===== src/rtl/phy_cfg_pkg.sv =====
// constants, register map and carrier types for the indicator and general config block
package phy_cfg_pkg;

    localparam int ADDR_W = 8;
    localparam int DATA_W = 32;
    localparam int REG_W = 16;
    localparam int IND_N = 4;
    localparam int IRQ_W = 3;
    localparam int CNT_W = 27;

    // register indices; byte address is four times the index
    localparam logic [ADDR_W-1:0] IDX_INDICATOR_POLARITY_OVERRIDE = 8'h19;
    localparam logic [ADDR_W-1:0] IDX_INDICATOR_BLINK_CONFIG = 8'h1a;
    localparam logic [ADDR_W-1:0] IDX_GENERAL_CONFIG_FOUR = 8'h1e;
    localparam logic [ADDR_W-1:0] IDX_IRQ_STATUS = 8'h20;
    localparam logic [ADDR_W-1:0] IDX_IRQ_CLEAR = 8'h21;
    localparam logic [ADDR_W-1:0] IDX_IRQ_ENABLE = 8'h22;
    localparam int BYTES_PER_REG = 4;
    localparam logic [ADDR_W-1:0] ADDR_INDICATOR_POLARITY_OVERRIDE =
        ADDR_W'(IDX_INDICATOR_POLARITY_OVERRIDE * BYTES_PER_REG);
    localparam logic [ADDR_W-1:0] ADDR_INDICATOR_BLINK_CONFIG =
        ADDR_W'(IDX_INDICATOR_BLINK_CONFIG * BYTES_PER_REG);
    localparam logic [ADDR_W-1:0] ADDR_GENERAL_CONFIG_FOUR =
        ADDR_W'(IDX_GENERAL_CONFIG_FOUR * BYTES_PER_REG);
    localparam logic [ADDR_W-1:0] ADDR_IRQ_STATUS = ADDR_W'(IDX_IRQ_STATUS * BYTES_PER_REG);
    localparam logic [ADDR_W-1:0] ADDR_IRQ_CLEAR = ADDR_W'(IDX_IRQ_CLEAR * BYTES_PER_REG);
    localparam logic [ADDR_W-1:0] ADDR_IRQ_ENABLE = ADDR_W'(IDX_IRQ_ENABLE * BYTES_PER_REG);

    // reset values and writable masks
    localparam logic [REG_W-1:0] RST_INDICATOR_POLARITY_OVERRIDE = 16'h4444;
    localparam logic [REG_W-1:0] RST_INDICATOR_BLINK_CONFIG = 16'h0002;
    localparam logic [REG_W-1:0] RST_GENERAL_CONFIG_FOUR = 16'h0012;
    localparam logic [REG_W-1:0] MASK_INDICATOR_POLARITY_OVERRIDE = 16'h7777;
    localparam logic [REG_W-1:0] MASK_INDICATOR_BLINK_CONFIG = 16'h0007;
    localparam logic [REG_W-1:0] MASK_GENERAL_CONFIG_RW = 16'hfff8;
    localparam logic [DATA_W-1:0] RDATA_ZERO = 32'h0000_0000;

    // per-indicator nibble in the polarity/override register
    localparam int IND_NIBBLE = 4;
    localparam int POS_FORCE_ENABLE = 0;
    localparam int POS_FORCE_VALUE = 1;
    localparam int POS_POLARITY = 2;

    // blink config fields
    localparam int POS_BLINK_RATE = 0;
    localparam int POS_STRETCH_BYPASS = 2;
    localparam logic [1:0] BLINK_SEL_20HZ = 2'h0;
    localparam logic [1:0] BLINK_SEL_10HZ = 2'h1;
    localparam logic [1:0] BLINK_SEL_5HZ = 2'h2;

    // general config four fields
    localparam int POS_FAST_NEG_EN = 14;
    localparam int POS_FAST_NEG_SEL = 12;
    localparam int POS_PD_FULL_DUPLEX = 11;
    localparam int POS_STATUS_RESTART = 10;
    localparam int POS_ROBUST_XOVER = 9;
    localparam int POS_FAST_XOVER = 8;
    localparam int POS_INT_OE = 7;
    localparam int POS_FORCE_INT = 6;
    localparam int POS_GIG_FORCED_NEG = 3;
    localparam int POS_TEST_FAIL = 2;
    localparam int POS_TEST_DONE = 1;
    localparam int POS_TEST_START = 0;
    localparam logic RST_TEST_DONE = 1'b1;

    // interrupt status bits
    localparam int IRQ_TEST_DONE = 0;
    localparam int IRQ_TEST_FAIL = 1;
    localparam int IRQ_POWERDOWN = 2;

    // timing
    localparam int CLK_KHZ = 200_000;
    localparam int BLINK_20HZ_MS = 50;
    localparam int BLINK_10HZ_MS = 100;
    localparam int BLINK_5HZ_MS = 200;
    localparam int BLINK_2HZ_MS = 500;
    localparam int STRETCH_MS = 50;
    localparam int BLINK_20HZ_CYCLES = BLINK_20HZ_MS * CLK_KHZ;
    localparam int BLINK_10HZ_CYCLES = BLINK_10HZ_MS * CLK_KHZ;
    localparam int BLINK_5HZ_CYCLES = BLINK_5HZ_MS * CLK_KHZ;
    localparam int BLINK_2HZ_CYCLES = BLINK_2HZ_MS * CLK_KHZ;
    localparam int STRETCH_CYCLES = STRETCH_MS * CLK_KHZ;

    typedef struct packed {
        logic fast_negotiation_enable;
        logic [1:0] fast_negotiation_timer_sel;
        logic parallel_detect_full_duplex_enable;
        logic robust_crossover_enable;
        logic fast_crossover_enable;
    } phy_option_type;

    typedef struct packed {
        logic polarity;
        logic force_value;
        logic force_enable;
    } indicator_ctrl_type;

endpackage


===== src/rtl/phy_indicator_and_general_config.sv =====
// indicator polarity/override, blink and general config registers behind an apb slave
// How it works
// - bit 14 sets the general-purpose indicator polarity, 1 active high, reset active high.
// - bits 10, 6 and 2 set the polarity of indicators two, one and zero, reset active high.
// - with bit 12 set the general-purpose indicator is driven with bit 13, else it works normally.
// - with bit 8 set indicator two is driven with bit 9, else it works normally.
// - with bit 4 set indicator one is driven with bit 5, else it works normally.
// - with bit 0 set indicator zero is driven with bit 1, else it works normally.
// - the blink rate field picks 20, 10, 5 or 2 hz blinking and resets to the 5 hz code.
// - bit 2 of the blink config bypasses the stretching of indicator activity.
// - fast negotiation enable with a timer select from shortest (0) to longest (2) is passed out.
// - bit 11 lets a parallel-detected link be declared full duplex.
// - while the status-restart bit is set the latched phy status bits are held cleared.
// - bits 9 and 8 enable robust and fast crossover resolution, both off at reset.
// - bit 7 turns the shared pad into an interrupt output, else it is a power-down input.
// - bit 6 asserts the interrupt pad regardless of events.
// - bit 3 with a 1g manual speed requests negotiation advertising only 1g.
//
// Register access over APB is this design's own decision.
module phy_indicator_and_general_config #(
    parameter int BLINK_20HZ_CYCLES = phy_cfg_pkg::BLINK_20HZ_CYCLES,
    parameter int BLINK_10HZ_CYCLES = phy_cfg_pkg::BLINK_10HZ_CYCLES,
    parameter int BLINK_5HZ_CYCLES = phy_cfg_pkg::BLINK_5HZ_CYCLES,
    parameter int BLINK_2HZ_CYCLES = phy_cfg_pkg::BLINK_2HZ_CYCLES,
    parameter int STRETCH_CYCLES = phy_cfg_pkg::STRETCH_CYCLES
) (
    input wire logic pclk,
    input wire logic presetn,
    input wire logic clk_en,
    input wire logic [phy_cfg_pkg::ADDR_W-1:0] paddr,
    input wire logic psel,
    input wire logic penable,
    input wire logic pwrite,
    input wire logic [phy_cfg_pkg::DATA_W-1:0] pwdata,
    output logic [phy_cfg_pkg::DATA_W-1:0] prdata,
    output logic pready,
    output logic pslverr,
    input wire logic [phy_cfg_pkg::IND_N-1:0] indicator_link,
    input wire logic [phy_cfg_pkg::IND_N-1:0] indicator_activity,
    output logic gp_indicator_out,
    output logic indicator_two_out,
    output logic indicator_one_out,
    output logic indicator_zero_out,
    output phy_cfg_pkg::phy_option_type phy_options,
    input wire logic manual_speed_1g,
    output logic gigabit_only_negotiation,
    output logic status_bits_clear,
    input wire logic core_interrupt,
    input wire logic irq_pad_in,
    output logic irq_pad_out,
    output logic irq_pad_oe,
    output logic powerdown_request,
    output logic reflect_test_run,
    input wire logic reflect_test_complete,
    input wire logic reflect_test_failed,
    output logic irq
);

    localparam int RW = phy_cfg_pkg::REG_W;
    localparam int CW = phy_cfg_pkg::CNT_W;

    typedef enum logic {test_idle, test_running} test_state_type;

    function automatic logic addr_hit(input logic [phy_cfg_pkg::ADDR_W-1:0] addr,
                                      input logic [phy_cfg_pkg::ADDR_W-1:0] reg_addr);
        addr_hit = (addr == reg_addr);
    endfunction

    function automatic phy_cfg_pkg::indicator_ctrl_type ind_ctrl(input logic [RW-1:0] cfg,
                                                                 input int idx);
        int base;
        base = idx * phy_cfg_pkg::IND_NIBBLE;
        ind_ctrl.polarity = cfg[base + phy_cfg_pkg::POS_POLARITY];
        ind_ctrl.force_value = cfg[base + phy_cfg_pkg::POS_FORCE_VALUE];
        ind_ctrl.force_enable = cfg[base + phy_cfg_pkg::POS_FORCE_ENABLE];
    endfunction

    logic [RW-1:0] indicator_polarity_override;
    logic [RW-1:0] indicator_blink_config;
    logic [RW-1:0] general_rw;
    logic test_start;
    logic test_done;
    logic test_fail;
    test_state_type test_state;
    logic [phy_cfg_pkg::IRQ_W-1:0] irq_status;
    logic [phy_cfg_pkg::IRQ_W-1:0] irq_enable;
    logic pad_sync1;
    logic pad_sync2;
    logic powerdown_prev;
    logic [CW-1:0] blink_count;
    logic blink_phase;
    logic [phy_cfg_pkg::IND_N-1:0] indicator_pins;

    // apb decode
    wire setup_phase = psel & ~penable;
    wire write_fire = psel & penable & pready & pwrite;
    wire hit_led = addr_hit(paddr, phy_cfg_pkg::ADDR_INDICATOR_POLARITY_OVERRIDE);
    wire hit_blink = addr_hit(paddr, phy_cfg_pkg::ADDR_INDICATOR_BLINK_CONFIG);
    wire hit_general = addr_hit(paddr, phy_cfg_pkg::ADDR_GENERAL_CONFIG_FOUR);
    wire hit_status = addr_hit(paddr, phy_cfg_pkg::ADDR_IRQ_STATUS);
    wire hit_clear = addr_hit(paddr, phy_cfg_pkg::ADDR_IRQ_CLEAR);
    wire hit_enable = addr_hit(paddr, phy_cfg_pkg::ADDR_IRQ_ENABLE);
    wire mapped = hit_led | hit_blink | hit_general | hit_status | hit_clear | hit_enable;
    wire [RW-1:0] wr_value = pwdata[RW-1:0];

    wire [RW-1:0] general_value = general_rw |
        (RW'(test_fail) << phy_cfg_pkg::POS_TEST_FAIL) |
        (RW'(test_done) << phy_cfg_pkg::POS_TEST_DONE) |
        (RW'(test_start) << phy_cfg_pkg::POS_TEST_START);

    // the clear register reads as zero
    wire [RW-1:0] rd_value =
        hit_led ? indicator_polarity_override :
        hit_blink ? indicator_blink_config :
        hit_general ? general_value :
        hit_status ? RW'(irq_status) :
        hit_enable ? RW'(irq_enable) : '0;

    // zero wait states: answer registered in the setup cycle
    always_ff @(posedge pclk or negedge presetn) begin
        if (!presetn) begin
            pready <= 1'b0;
            prdata <= phy_cfg_pkg::RDATA_ZERO;
            pslverr <= 1'b0;
        end else if (clk_en) begin
            pready <= setup_phase;
            pslverr <= setup_phase & ~mapped;
            if (setup_phase) begin
                prdata <= {{(phy_cfg_pkg::DATA_W - RW){1'b0}}, rd_value};
            end
        end
    end

    // configuration registers; reserved bits masked so they read zero
    always_ff @(posedge pclk or negedge presetn) begin
        if (!presetn) begin
            indicator_polarity_override <= phy_cfg_pkg::RST_INDICATOR_POLARITY_OVERRIDE;
            indicator_blink_config <= phy_cfg_pkg::RST_INDICATOR_BLINK_CONFIG;
            general_rw <= phy_cfg_pkg::RST_GENERAL_CONFIG_FOUR & phy_cfg_pkg::MASK_GENERAL_CONFIG_RW;
            irq_enable <= '0;
        end else if (clk_en && write_fire) begin
            if (hit_led) begin
                indicator_polarity_override <= wr_value & phy_cfg_pkg::MASK_INDICATOR_POLARITY_OVERRIDE;
            end
            if (hit_blink) begin
                indicator_blink_config <= wr_value & phy_cfg_pkg::MASK_INDICATOR_BLINK_CONFIG;
            end
            if (hit_general) begin
                general_rw <= wr_value & phy_cfg_pkg::MASK_GENERAL_CONFIG_RW;
            end
            if (hit_enable) begin
                irq_enable <= wr_value[phy_cfg_pkg::IRQ_W-1:0];
            end
        end
    end

    // reflectometry test handshake with the tdr engine
    wire start_write = write_fire & hit_general & wr_value[phy_cfg_pkg::POS_TEST_START];
    wire test_finish = (test_state == test_running) & reflect_test_complete;

    always_ff @(posedge pclk or negedge presetn) begin
        if (!presetn) begin
            test_state <= test_idle;
            test_start <= 1'b0;
            test_done <= phy_cfg_pkg::RST_TEST_DONE;
            test_fail <= 1'b0;
        end else if (clk_en) begin
            case (test_state)
                test_idle: begin
                    // writing 0 never aborts; a start while running is ignored
                    if (start_write) begin
                        test_state <= test_running;
                        test_start <= 1'b1;
                        test_done <= 1'b0;
                        test_fail <= 1'b0;
                    end
                end
                test_running: begin
                    if (reflect_test_complete) begin
                        test_state <= test_idle;
                        test_start <= 1'b0;
                        test_done <= 1'b1;
                        test_fail <= reflect_test_failed;
                    end
                end
                default: begin
                    test_state <= test_idle;
                    test_start <= 1'b0;
                end
            endcase
        end
    end

    // shared pad: sync the input before use
    always_ff @(posedge pclk or negedge presetn) begin
        if (!presetn) begin
            pad_sync1 <= 1'b1;
            pad_sync2 <= 1'b1;
        end else if (clk_en) begin
            pad_sync1 <= irq_pad_in;
            pad_sync2 <= pad_sync1;
        end
    end

    wire int_oe = general_rw[phy_cfg_pkg::POS_INT_OE];
    wire powerdown_level = ~int_oe & ~pad_sync2;
    wire powerdown_rise = powerdown_level & ~powerdown_prev;

    // sticky status: a set in the clearing cycle wins
    wire [phy_cfg_pkg::IRQ_W-1:0] irq_events =
        (phy_cfg_pkg::IRQ_W'(test_finish) << phy_cfg_pkg::IRQ_TEST_DONE) |
        (phy_cfg_pkg::IRQ_W'(test_finish & reflect_test_failed) << phy_cfg_pkg::IRQ_TEST_FAIL) |
        (phy_cfg_pkg::IRQ_W'(powerdown_rise) << phy_cfg_pkg::IRQ_POWERDOWN);
    wire [phy_cfg_pkg::IRQ_W-1:0] irq_clear_bits =
        (write_fire & hit_clear) ? wr_value[phy_cfg_pkg::IRQ_W-1:0] : '0;
    wire [phy_cfg_pkg::IRQ_W-1:0] next_irq_status = (irq_status & ~irq_clear_bits) | irq_events;
    wire interrupt_asserted = general_rw[phy_cfg_pkg::POS_FORCE_INT] | core_interrupt |
                              (|(next_irq_status & irq_enable));

    always_ff @(posedge pclk or negedge presetn) begin
        if (!presetn) begin
            irq_status <= '0;
            powerdown_prev <= 1'b0;
            irq <= 1'b0;
            irq_pad_out <= 1'b0;
            irq_pad_oe <= 1'b0;
            powerdown_request <= 1'b0;
        end else if (clk_en) begin
            irq_status <= next_irq_status;
            powerdown_prev <= powerdown_level;
            irq <= |(next_irq_status & irq_enable);
            // open drain, active low: only ever pulls the pad low
            irq_pad_out <= 1'b0;
            irq_pad_oe <= int_oe & interrupt_asserted;
            powerdown_request <= powerdown_level;
        end
    end

    // general options to the core
    always_ff @(posedge pclk or negedge presetn) begin
        if (!presetn) begin
            phy_options <= '0;
            gigabit_only_negotiation <= 1'b0;
            status_bits_clear <= 1'b0;
            reflect_test_run <= 1'b0;
        end else if (clk_en) begin
            phy_options.fast_negotiation_enable <= general_rw[phy_cfg_pkg::POS_FAST_NEG_EN];
            // timer select only means something with fast negotiation on
            phy_options.fast_negotiation_timer_sel <=
                general_rw[phy_cfg_pkg::POS_FAST_NEG_SEL +: 2];
            phy_options.parallel_detect_full_duplex_enable <=
                general_rw[phy_cfg_pkg::POS_PD_FULL_DUPLEX];
            phy_options.robust_crossover_enable <= general_rw[phy_cfg_pkg::POS_ROBUST_XOVER];
            phy_options.fast_crossover_enable <= general_rw[phy_cfg_pkg::POS_FAST_XOVER];
            gigabit_only_negotiation <=
                general_rw[phy_cfg_pkg::POS_GIG_FORCED_NEG] & manual_speed_1g;
            status_bits_clear <= general_rw[phy_cfg_pkg::POS_STATUS_RESTART];
            reflect_test_run <= test_start;
        end
    end

    // blink timebase: phase toggles every half period of the selected rate
    wire [1:0] blink_rate_sel = indicator_blink_config[phy_cfg_pkg::POS_BLINK_RATE +: 2];
    wire stretch_bypass = indicator_blink_config[phy_cfg_pkg::POS_STRETCH_BYPASS];
    wire [CW-1:0] blink_half =
        (blink_rate_sel == phy_cfg_pkg::BLINK_SEL_20HZ) ? CW'(BLINK_20HZ_CYCLES / 2) :
        (blink_rate_sel == phy_cfg_pkg::BLINK_SEL_10HZ) ? CW'(BLINK_10HZ_CYCLES / 2) :
        (blink_rate_sel == phy_cfg_pkg::BLINK_SEL_5HZ) ? CW'(BLINK_5HZ_CYCLES / 2) :
        CW'(BLINK_2HZ_CYCLES / 2);

    // >= so a rate change to a shorter period never overruns the counter
    always_ff @(posedge pclk or negedge presetn) begin
        if (!presetn) begin
            blink_count <= '0;
            blink_phase <= 1'b0;
        end else if (clk_en) begin
            if (blink_count >= blink_half - CW'(1)) begin
                blink_count <= '0;
                blink_phase <= ~blink_phase;
            end else begin
                blink_count <= blink_count + CW'(1);
            end
        end
    end

    // per indicator: stretch activity, blink while active, else show link
    for (genvar i = 0; i < phy_cfg_pkg::IND_N; i++) begin : g_ind
        logic [CW-1:0] stretch_count;
        phy_cfg_pkg::indicator_ctrl_type ctrl;
        logic held;
        logic normal;
        logic next_pin;

        assign ctrl = ind_ctrl(indicator_polarity_override, i);
        assign held = stretch_bypass ? indicator_activity[i] :
                      (indicator_activity[i] | (stretch_count != '0));
        assign normal = held ? blink_phase : indicator_link[i];
        // forced value goes to the pin as written, polarity not applied
        assign next_pin = ctrl.force_enable ? ctrl.force_value :
                          (ctrl.polarity ? normal : ~normal);

        always_ff @(posedge pclk or negedge presetn) begin
            if (!presetn) begin
                stretch_count <= '0;
                indicator_pins[i] <= 1'b0;
            end else if (clk_en) begin
                if (indicator_activity[i]) begin
                    stretch_count <= CW'(STRETCH_CYCLES - 1);
                end else if (stretch_count != '0) begin
                    stretch_count <= stretch_count - CW'(1);
                end
                indicator_pins[i] <= next_pin;
            end
        end
    end

    assign indicator_zero_out = indicator_pins[0];
    assign indicator_one_out = indicator_pins[1];
    assign indicator_two_out = indicator_pins[2];
    assign gp_indicator_out = indicator_pins[3];

endmodule // phy_indicator_and_general_config


===== config.mk =====
export PLATFORM = sky130hd
export DESIGN_NAME = phy_indicator_and_general_config
export DESIGN_NICKNAME = d
export VERILOG_FILES = /design/src/rtl/phy_cfg_pkg.sv /design/src/rtl/phy_indicator_and_general_config.sv
export SDC_FILE = /design/constraint.sdc
export NUM_CORES = 1
export LEC_CHECK = 0
export ABC_AREA = 1
export CORE_UTILIZATION = 38
export DETAILED_ROUTE_END_ITERATION = 10
export DONT_BUFFER_PORTS = 1
export PLACE_DENSITY = 0.61
export SLEW_MARGIN = 30
export SYNTH_ARGS = -nofsm -noshare
export SYNTH_HDL_FRONTEND = slang
export SYNTH_SLANG_ARGS = --single-unit

===== constraint.sdc =====
create_clock -name pclk -period 2.8 [get_ports pclk]
set_input_delay 0.56 -clock pclk [delete_from_list [all_inputs] [get_ports pclk]]
set_output_delay 0.56 -clock pclk [all_outputs]
set_load 0.01 [all_outputs]

==> flow_summary_export.csv, run 1 <==
group,metric,value,unit
sta,final-setup-viol-count,0,
synthesis,ys_top_cells_by_count,"nand2_1, nor2_1, dfrtp_1",
synthesis,avgSynthCellArea,7.35,um2
worst_setup_path,end_kind,"register",
cells_and_area,drive_gt1_share,8.55,%
die,dieArea,34300,um2
route,dr.pass1.iters,5,
die,core,32800,um2
synthesis,synth_flop_cell,"dfrtp_1",
route,wirelength,32500,um
sta,hold_viol,210,
worst_setup_path,cp_slowest_cell,"dfstp_2",
pwr,powerDensity,527,nW/um2
die,start_util,38.9,%
worst_setup_path,cp_cell_sequence,"inv_2, ha_1, nor2_2, nand3_2, ha_4, nand4_1, nor3_2, inv_1, nor2_1, nand2_1, nand4_1, nand2_2, inv_4, clkbuf_16, nor2_1",
route,viasPerCell,5.01,
clocking,clk_latency,0.56,ns
sta,finalCritPeriodShare,94.3,%
route,vias,11100,
grt,grt_max_degree,211,
synthesis,synthTopCellsByArea,"dfrtp_1, nand2_1, nor2_1",
cells_and_area,synthToLayoutAreaGrowth,11.2,%
pwr,p_leak,6.53,nW
cells_and_area,fin_nets,1838,
die,die_height,185,um
worst_setup_path,cpPeakStageDelay,0.56,ns
worst_setup_path,worstPathArrival,3.07,ns
synthesis,synth_seq_area_share,41.3,%
die,fp.dieW,185,um
grt,antenna_found_initial,0,
clocking,htree_levels,1,
worst_setup_path,criticalPathCategory,"reg2reg",
sta,worst_slack,0.159,ns
sta,worst_pin_slew,0.733,ns
placement,routabilityCongestion,0.884,
synthesis,synth_most_common_cell,"nand2_1",
worst_setup_path,cp.required,3.23,ns
sta,skew,0.0230,ns
sta,relSlewSlack,51.0,%
clocking,clk_pin_slew,0.06,ns
die,placementRows,66,
worst_hold_path,timing.hold.worst.class,"in2async",
synthesis,yosys.area.top_type,"dfrtp_1",
placement,pre_cts_slack,0.0352,ns
die,ioPinCount,110,
route,drt-wirelength-per-cell,14.7,um
route,remaining_drc_errors,0,
placement,io_buffers,0,
clocking,cts_num_sinks,210,
pwr,totalPowerFinal,0.00748,W
sta,slew_violations,0,
grt,grt_pass1_vias,10600,
synthesis,yosys_warnings,0,
synthesis,yosysTopAreaCellShare,39.5,%
clocking,cts_tree,"yes",
sta,fin_hold_ws,-0.299,ns
sta,fin_crit,2.64,ns
grt,grt_usage,19.2,%
placement,post-dp-hpwl,23500,um
sta,fmaxAchievable,379,MHz
route,drt_iter0_drc,714,
synthesis,synth_cell_types,48,
synthesis,syn-cell-area,12700,um2
worst_setup_path,cp-start-kind,"register",
grt,grt_pass1_wl,53100,um
cells_and_area,diodes,0,
pwr,max-vdd-ir-drop,0.317,mV
worst_setup_path,cp_max_fo,5,
route,drtAntennaViolNets,0,
clocking,clockBufferDepth,3,
grt,grt_overflow_total,0,
synthesis,ys_ff_latch,210,
synthesis,synthArstFlopShare,100,%
clocking,cts_root_buf,"clkbuf_16",
run_status,violations,"hold timing",
clocking,cts_buffers,26,
synthesis,synthCells,1734,
run_status,status,"finished with violations",
synthesis,synth_edf_count,0,
cells_and_area,fin_util,43.3,%
job,maxCapViolations,0,
-- layout by cell type, fill, tap and decap left out, drive strengths merged, types with 30 or more instances in the layout --
cell,netlist,final
clkbuf,14,38
dfrtp,201,201
ha,33,33
inv,209,209
nand2,439,439
nand3,119,119
nand4,54,54
nor2,273,273
nor3,30,30
o21ai,151,151
xor2,54,54
-- registers in the layout, indices dropped and copies added (netlist names), 3 cells and up --
name	flops
blink_count	27
g_ind.stretch_count	108
general_rw	13
indicator_blink_config	3
indicator_polarity_override	12
irq_enable	3
irq_status	3
phy_options	6
prdata	16
-- worst paths after layout --
kind / from / endpoint / slack, ns / cells after the start
min in group pclk: indicator_activity[1] / g_ind[1].stretch_count[16] / 0.08 / 1
setup / recovery: indicator_blink_config[1] / blink_count[14] / 0.16 / 15
hold reg to reg: pad_sync1 / pad_sync1 / 0.46 / 2
max in group asynchronous: presetn / pad_sync1 / 2.82 / 0
hold / removal: presetn / g_ind[1].stretch_count[23] / -0.30 / 0
setup reg to reg: indicator_blink_config[1] / blink_count[14] / 0.16 / 15
-- stage by stage --
| step | instances | TNS (ns) | cell area [um2] |
|---|---|---|---|
| after floorplan | 1750 | 0 | 12800 |
| after global placement | 2155 | 0 | 13100 |
| after detailed placement | 2155 | 0 | 13100 |
| after global routing | 2208 | -0.212 | 14200 |
| final | 2208 | 0 | 14200 |
| after CTS | 2203 | 0 | 14100 |
-- critical path: cells and delay by family (launching register included) --
| kind | cells | cell delay [ns] |
|---|---|---|
| simple gates | 9 | 1.06 |
| flops | 1 | 0.56 |
| fa+ha+maj | 2 | 0.49 |
| buf+inv | 4 | 0.42 |
-- metal layers --
layer  track usage [%]  up-vias  wire (um)
met4              5.39        0        662
met2              30.8      257      14600
li1                  -     5593          -
met1              26.4     5174      15100
met3              3.66       46       2170
met5                 0        -          0
-- final cells by class --
cell class,count,area (um2)
Clock inverter,11,163
Multi-Input combinational cell,1272,6420
Fill cell,3339,18600
Timing Repair Buffer,24,214
Tap cell,442,553
Clock buffer,37,762
Inverter,212,801
Sequential cell,210,5270
-- power by group --
group | leakage, nW | switching (W) | internal (W) | total, W
combinational | 3.51 | 0.000362 | 0.000199 | 0.000561
clock | 0.445 | 0.00137 | 0.00218 | 0.00355
sequential | 2.58 | 0.000168 | 0.00320 | 0.00337
-- what timing repair did --
| item | 4_1_cts | 5_1_grt |
|---|---|---|
| setup buffers | 0 | 3 |
| hold endpoints to repair | 210 | 210 |
| gates resized for setup | 0 | 14 |
| endpoints found under the setup margin | 0 | 25 |
-- cells by family (layout without fill, tap and decap cells) --
kind of cell	count (synthesis)	in the layout	synth area share (%)
buffers and inverters	268	284	9.19
and+or+nand+nor	928	928	31.6
AOI/OAI and AO/OA	230	230	10.2
xor gates and xnor gates	64	64	4.40
other	1	17	0.0294
DFF	210	210	41.3
adders and majority gates	33	33	3.24
No activity file was read; power rests on OpenSTA's default activity.
==> inputs of run 2 (changes only) <==
- RECOVER_POWER: unset -> 100
==> flow_summary_export.csv, run 2 (synthesized netlist as in run 1, its figures left out) <==
group,metric,value,unit
pwr,max-vdd-ir-drop,0.352,mV
run_status,status,"finished with violations",
worst_setup_path,end_kind,"register",
die,core,32800,um2
clocking,clk_latency,0.56,ns
sta,finalCritPeriodShare,94.2,%
worst_setup_path,criticalPathCategory,"reg2reg",
job,maxCapViolations,0,
clocking,htree_levels,1,
die,ioPinCount,110,
grt,grt_usage,19.2,%
worst_setup_path,worstPathArrival,3.06,ns
sta,skew,0.0237,ns
grt,grt_max_degree,211,
route,dr.pass1.iters,5,
placement,io_buffers,0,
pwr,powerDensity,530,nW/um2
worst_setup_path,path_delay_family,"simple AND/OR/NAND/NOR gates",
pwr,totalPowerFinal,0.00748,W
die,fp.dieW,185,um
run_status,violations,"hold timing",
placement,dpl.cell_count,2155,
worst_setup_path,cp_slowest_cell,"dfstp_2",
cells_and_area,synthToLayoutAreaGrowth,10.6,%
clocking,clk_pin_slew,0.06,ns
route,viasPerCell,5.00,
sta,fin_crit,2.64,ns
cells_and_area,diodes,0,
worst_setup_path,critPathBufInv,4,
worst_hold_path,timing.hold.worst.class,"in2async",
sta,hold_viol,210,
placement,post-dp-hpwl,23500,um
route,vias,11100,
sta,fin_hold_ws,-0.299,ns
cells_and_area,nFillCells,3351,
cells_and_area,fin_nets,1838,
route,drt_iter0_drc,725,
cells_and_area,mostFrequentLayoutCell,"nand2_1",
grt,grt_overflow_total,0,
worst_setup_path,cpPeakStageDelay,0.56,ns
clocking,cts_num_sinks,210,
worst_setup_path,cp.required,3.23,ns
route,wirelength,32500,um
die,die_height,185,um
clocking,cts_buffers,26,
die,placementRows,66,
clocking,cts_root_buf,"clkbuf_16",
route,remaining_drc_errors,0,
clocking,cts_tree,"yes",
worst_setup_path,cp-start-kind,"register",
sta,worst_pin_slew,1.34,ns
grt,grt_pass1_vias,10600,
cells_and_area,drive_gt1_share,7.30,%
cells_and_area,regMostFlops,"g_ind.stretch_count",
grt,antenna_found_initial,0,
sta,slew_violations,0,
cells_and_area,top_regs,"g_ind.stretch_count x108, blink_count x27, prdata x16",
grt,grt_pass1_wl,53100,um
cells_and_area,final_cell_mix,"nand2_1, nor2_1, dfrtp_1",
die,start_util,38.9,%
worst_setup_path,cp_cell_sequence,"inv_2, ha_1, nor2_2, nand3_2, ha_4, nand4_1, nor3_2, inv_1, nor2_1, nand2_1, nand4_1, nand2_2, inv_4, clkbuf_16, nor2_1",
placement,routabilityCongestion,0.884,
route,drt-wirelength-per-cell,14.7,um
sta,fmaxAchievable,379,MHz
pwr,p_leak,6.49,nW
sta,relSlewSlack,10.7,%
sta,final-setup-viol-count,0,
die,dieArea,34300,um2
cells_and_area,largest_register_ffs,108,
route,drtAntennaViolNets,0,
cells_and_area,stdcell_count,2208,
worst_setup_path,cp_max_fo,5,
clocking,clockBufferDepth,3,
## run 2: final cells by class
class | instances | area (um2) | area share, %
repair buffers | 24 | 188 | 1.33
flip-flops and latches | 210 | 5270 | 37.3
multi-input cells | 1272 | 6370 | 45.2
inverters | 212 | 801 | 5.68
well taps | 442 | 553 | 3.92
clock buffers | 37 | 762 | 5.40
clock inverters | 11 | 163 | 1.15
## run 2: stage by stage
stage	worst slack, ns	instance area [um2]	hold slack (ns)	setup TNS [ns]	util (%)
2_1_floorplan	0.276	12800	0.264	0	-
3_3_place_gp	0.0602	13100	0.272	0	40.1
3_5_place_dp	0.0352	13100	0.270	0	40.1
4_1_cts	0.0160	14100	-0.325	0	42.9
5_1_grt	-0.0290	14100	-0.325	-0.212	43.0
6_report	0.163	14100	-0.299	0	43.0
## run 2: timing repair
action                     CTS  global route
resized for setup            0            14
setup buffers                0             3
hold endpoints to repair   210           210
setup endpoints to repair    0            25
## run 2: path summary, 6_finish.rpt
| kind | from | endpoint | slack [ns] | cells past startpoint |
|---|---|---|---|---|
| worst max-delay path | indicator_blink_config[1] | blink_count[14] | 0.16 | 15 |
| worst min-delay path | presetn | g_ind[1].stretch_count[23] | -0.30 | 0 |
| worst max register to register | indicator_blink_config[1] | blink_count[14] | 0.16 | 15 |
| worst min register to register | pad_sync1 | pad_sync1 | 0.47 | 2 |
| max in group asynchronous | presetn | g_ind[0].stretch_count[23] | 2.77 | 0 |
| min in group pclk | indicator_activity[1] | g_ind[1].stretch_count[16] | 0.08 | 1 |
## run 2: power by group
group          total [W]  leakage, nW  switching [W]  internal [W]
Clock            0.00356        0.445        0.00138       0.00218
Combinational   0.000553         3.47       0.000359      0.000195
Sequential       0.00337         2.58       0.000168       0.00320
## run 2: layer usage
metal	track usage (%)	share of wire, %
met2	30.8	45
met3	3.66	6.3
met1	26.4	47
met5	0	0
met4	5.39	2.1
==> inputs of run 3 (changes only) <==
- ABC_AREA: 1 -> unset
- CORE_MARGIN: unset -> 1
==> flow_summary_export.csv, run 3 <==
group,metric,value,unit
run_status,status,"finished with violations",
run_status,violations,"hold timing",
grt,grt_max_degree,211,
synthesis,yosys.area_share.simple,21.8,%
worst_setup_path,cp_max_fo,6,
clocking,cts_root_buf,"clkbuf_16",
sta,finalCritPeriodShare,95.1,%
worst_setup_path,cpPeakStageDelay,0.53,ns
worst_setup_path,worst-r2r-cell-count,11,
sta,relSlewSlack,32.4,%
sta,final-setup-viol-count,0,
route,dr.pass1.iters,6,
synthesis,synth_top_family_by_area,"simple AND/OR/NAND/NOR gates",
synthesis,synth_cell_types,75,
worst_setup_path,worstPathArrival,3.10,ns
cells_and_area,fin_nets,1291,
route,vias,8645,
cells_and_area,drive_gt1_share,11.3,%
synthesis,synthCells,1181,
synthesis,yosys_warnings,0,
cells_and_area,mostFrequentLayoutCell,"dfrtp_1",
worst_setup_path,path_delay_family,"compound AO/OA/AOI/OAI gates",
worst_setup_path,cp-start-kind,"register",
synthesis,yosys.area.top_type,"dfrtp_1",
clocking,clockBufferDepth,3,
die,core,28900,um2
cells_and_area,largest_register_ffs,108,
clocking,clk_latency,0.52,ns
grt,globalRouteMet3Util,3.26,%
sta,skew,0.00774,ns
cells_and_area,seq_area,5270,um2
synthesis,synth_most_common_cell,"dfrtp_1",
die,die_height,174,um
cells_and_area,diodes,0,
route,drtAntennaViolNets,0,
worst_setup_path,reg2reg_to,"blink_phase",
synthesis,syn-cell-area,11300,um2
synthesis,synthArstFlopShare,100,%
worst_setup_path,end_kind,"register",
grt,grt_pass1_vias,8244,
worst_setup_path,criticalPathCategory,"reg2reg",
die,ioPinCount,110,
synthesis,synth-compound-area-share,13.6,%
worst_setup_path,path_common_cell,"ha_1",
pwr,p_leak,5.11,nW
route,wirelength,25800,um
cells_and_area,top_regs,"g_ind.stretch_count x108, blink_count x27, prdata x16",
grt,grt_util_met2,27.6,%
synthesis,muxShareOfSynthArea,4.24,%
worst_setup_path,cp_cell_sequence,"inv_1, buf_4, ha_1, ha_1, nand4_1, o221a_2, nor2_1, o31ai_4, a21oi_4, buf_6, xor2_1",
placement,io_buffers,0,
worst_setup_path,cp_slowest_cell,"dfstp_2",
sta,fin_tns_setup,0,ns
job,maxCapViolations,0,
route,viasPerCell,5.40,
sta,rsz0062_at_grt,"true",
grt,grt_pass1_wl,42800,um
die,dieArea,30300,um2
clocking,clk_pin_slew,0.06,ns
grt,busiest_layer,"met2",
synthesis,yosys.area_share.xor_xnor,5.44,%
worst_setup_path,cp_num_cells,11,
synthesis,ys_top_cells_by_count,"dfrtp_1, nor2_1, nand2_1",
cells_and_area,multiInputGateArea,5590,um2
cells_and_area,regMostFlops,"g_ind.stretch_count",
sta,fin_hold_ws,-0.260,ns
clocking,cts_buffers,24,
die,start_util,38.9,%
synthesis,avgSynthCellArea,9.53,um2
sta,fmaxAchievable,375,MHz
placement,routabilityCongestion,0.823,
synthesis,synth_seq_area_share,46.8,%
route,remaining_drc_errors,0,
sta,fin_crit,2.66,ns
grt,grt_usage,17.1,%
die,fp.dieW,174,um
synthesis,synthTopCellsByArea,"dfrtp_1, nor2_1, mux2_2",
worst_setup_path,crit_start,"indicator_blink_config[1]",
worst_hold_path,timing.hold.worst.class,"in2async",
pwr,totalPowerFinal,0.00704,W
synthesis,yosysTopAreaCellShare,44.7,%
synthesis,synth_flop_cell,"dfrtp_1",
worst_setup_path,critPathBufInv,3,
worst_setup_path,cp.required,3.23,ns
route,drt-wirelength-per-cell,16.1,um
die,placementRows,62,
grt,antenna_found_initial,0,
sta,hold_viol,203,
cells_and_area,nFillCells,2796,
worst_setup_path,rr_startpoint,"indicator_blink_config[1]",
synthesis,synth_edf_count,0,
placement,dpl.cell_count,1553,
route,drt_iter0_drc,508,
grt,grt_overflow_total,0,
clocking,cts_tree,"yes",
grt,grtUsageMet1,23.6,%
worst_setup_path,ff2ff_setup_slack,0.14,ns
pwr,max-vdd-ir-drop,0.394,mV
clocking,cts_num_sinks,210,
pwr,powerDensity,561,nW/um2
cells_and_area,stdcell_count,1601,
sta,worst_pin_slew,1.01,ns
cells_and_area,final_cell_mix,"dfrtp_1, nor2_1, nand2_1",
synthesis,synthAdderAreaFrac,3.67,%
synthesis,ys_ff_latch,210,
clocking,htree_levels,1,
sta,slew_violations,0,
placement,post-dp-hpwl,17400,um
cells_and_area,synthToLayoutAreaGrowth,11.4,%
## run 3: cell types whose count changed after synthesis, sizes merged, moves of 34 or more
cell	previous run	this run
nor2	273	124
nand2	439	103
inv	209	44
nand4	54	16
mux2	0	38
o21ai	151	62
nand3	119	43
xnor2	10	44
## run 3: how the worst max path moves through the flow
stage                           end
finish                  blink_phase
detailed placement      blink_phase
global placement        blink_phase
global route            blink_phase
floorplan           blink_count[10]
CTS                     blink_phase
## run 3: power breakdown
part | internal [W] | switching [W] | leakage (nW) | total (W)
combinational | 0.000230 | 0.000265 | 2.12 | 0.000494
sequential | 0.00322 | 0.000219 | 2.58 | 0.00343
clock | 0.00187 | 0.00124 | 0.401 | 0.00311
## run 3: logic make-up after synthesis
kind of cell,count (synthesis)
AOI/OAI and AO/OA,228
xor gates and xnor gates,70
adders and majority gates,33
buffers and inverters,107
DFF,210
muxes,43
other,1
and+or+nand+nor,489
## run 3: cell type report
cell class                      instances  area share (%)
Tap cell                              384            3.83
Multi-Input combinational cell        880            44.5
Clock buffer                           38            6.09
Timing Repair Buffer                   39            1.97
Sequential cell                       210            42.0
Inverter                               44            1.32
Clock inverter                          6           0.269
## run 3: metrics by stage
step                hold slack, ns  utilization [%]  instance area [um2]  setup WS (ns)
finish                      -0.260             43.4                12500          0.137
floorplan                    0.264                -                11300         0.0211
global placement             0.274             40.6                11800       -0.00819
global route                -0.281             43.4                12500        -0.0387
CTS                         -0.275             43.4                12600        0.00249
detailed placement           0.274             40.6                11800       -0.00441
## run 3: what timing repair did
action	4_1_cts	5_1_grt
gates resized for setup	2	13
gates cloned	1	0
setup buffers	0	3
endpoints found under the hold margin	210	203
endpoints found under the setup margin	1	27
pin swaps	0	7
## run 3: metal layers
metal / vias to the layer above / share of wire, % / wire (um)
li1: 4263 / - / -
met1: 4179 / 47 / 12100
met2: 164 / 46 / 11900
met3: 39 / 5.0 / 1290
met4: 0 / 2.0 / 512
met5: - / 0 / 0
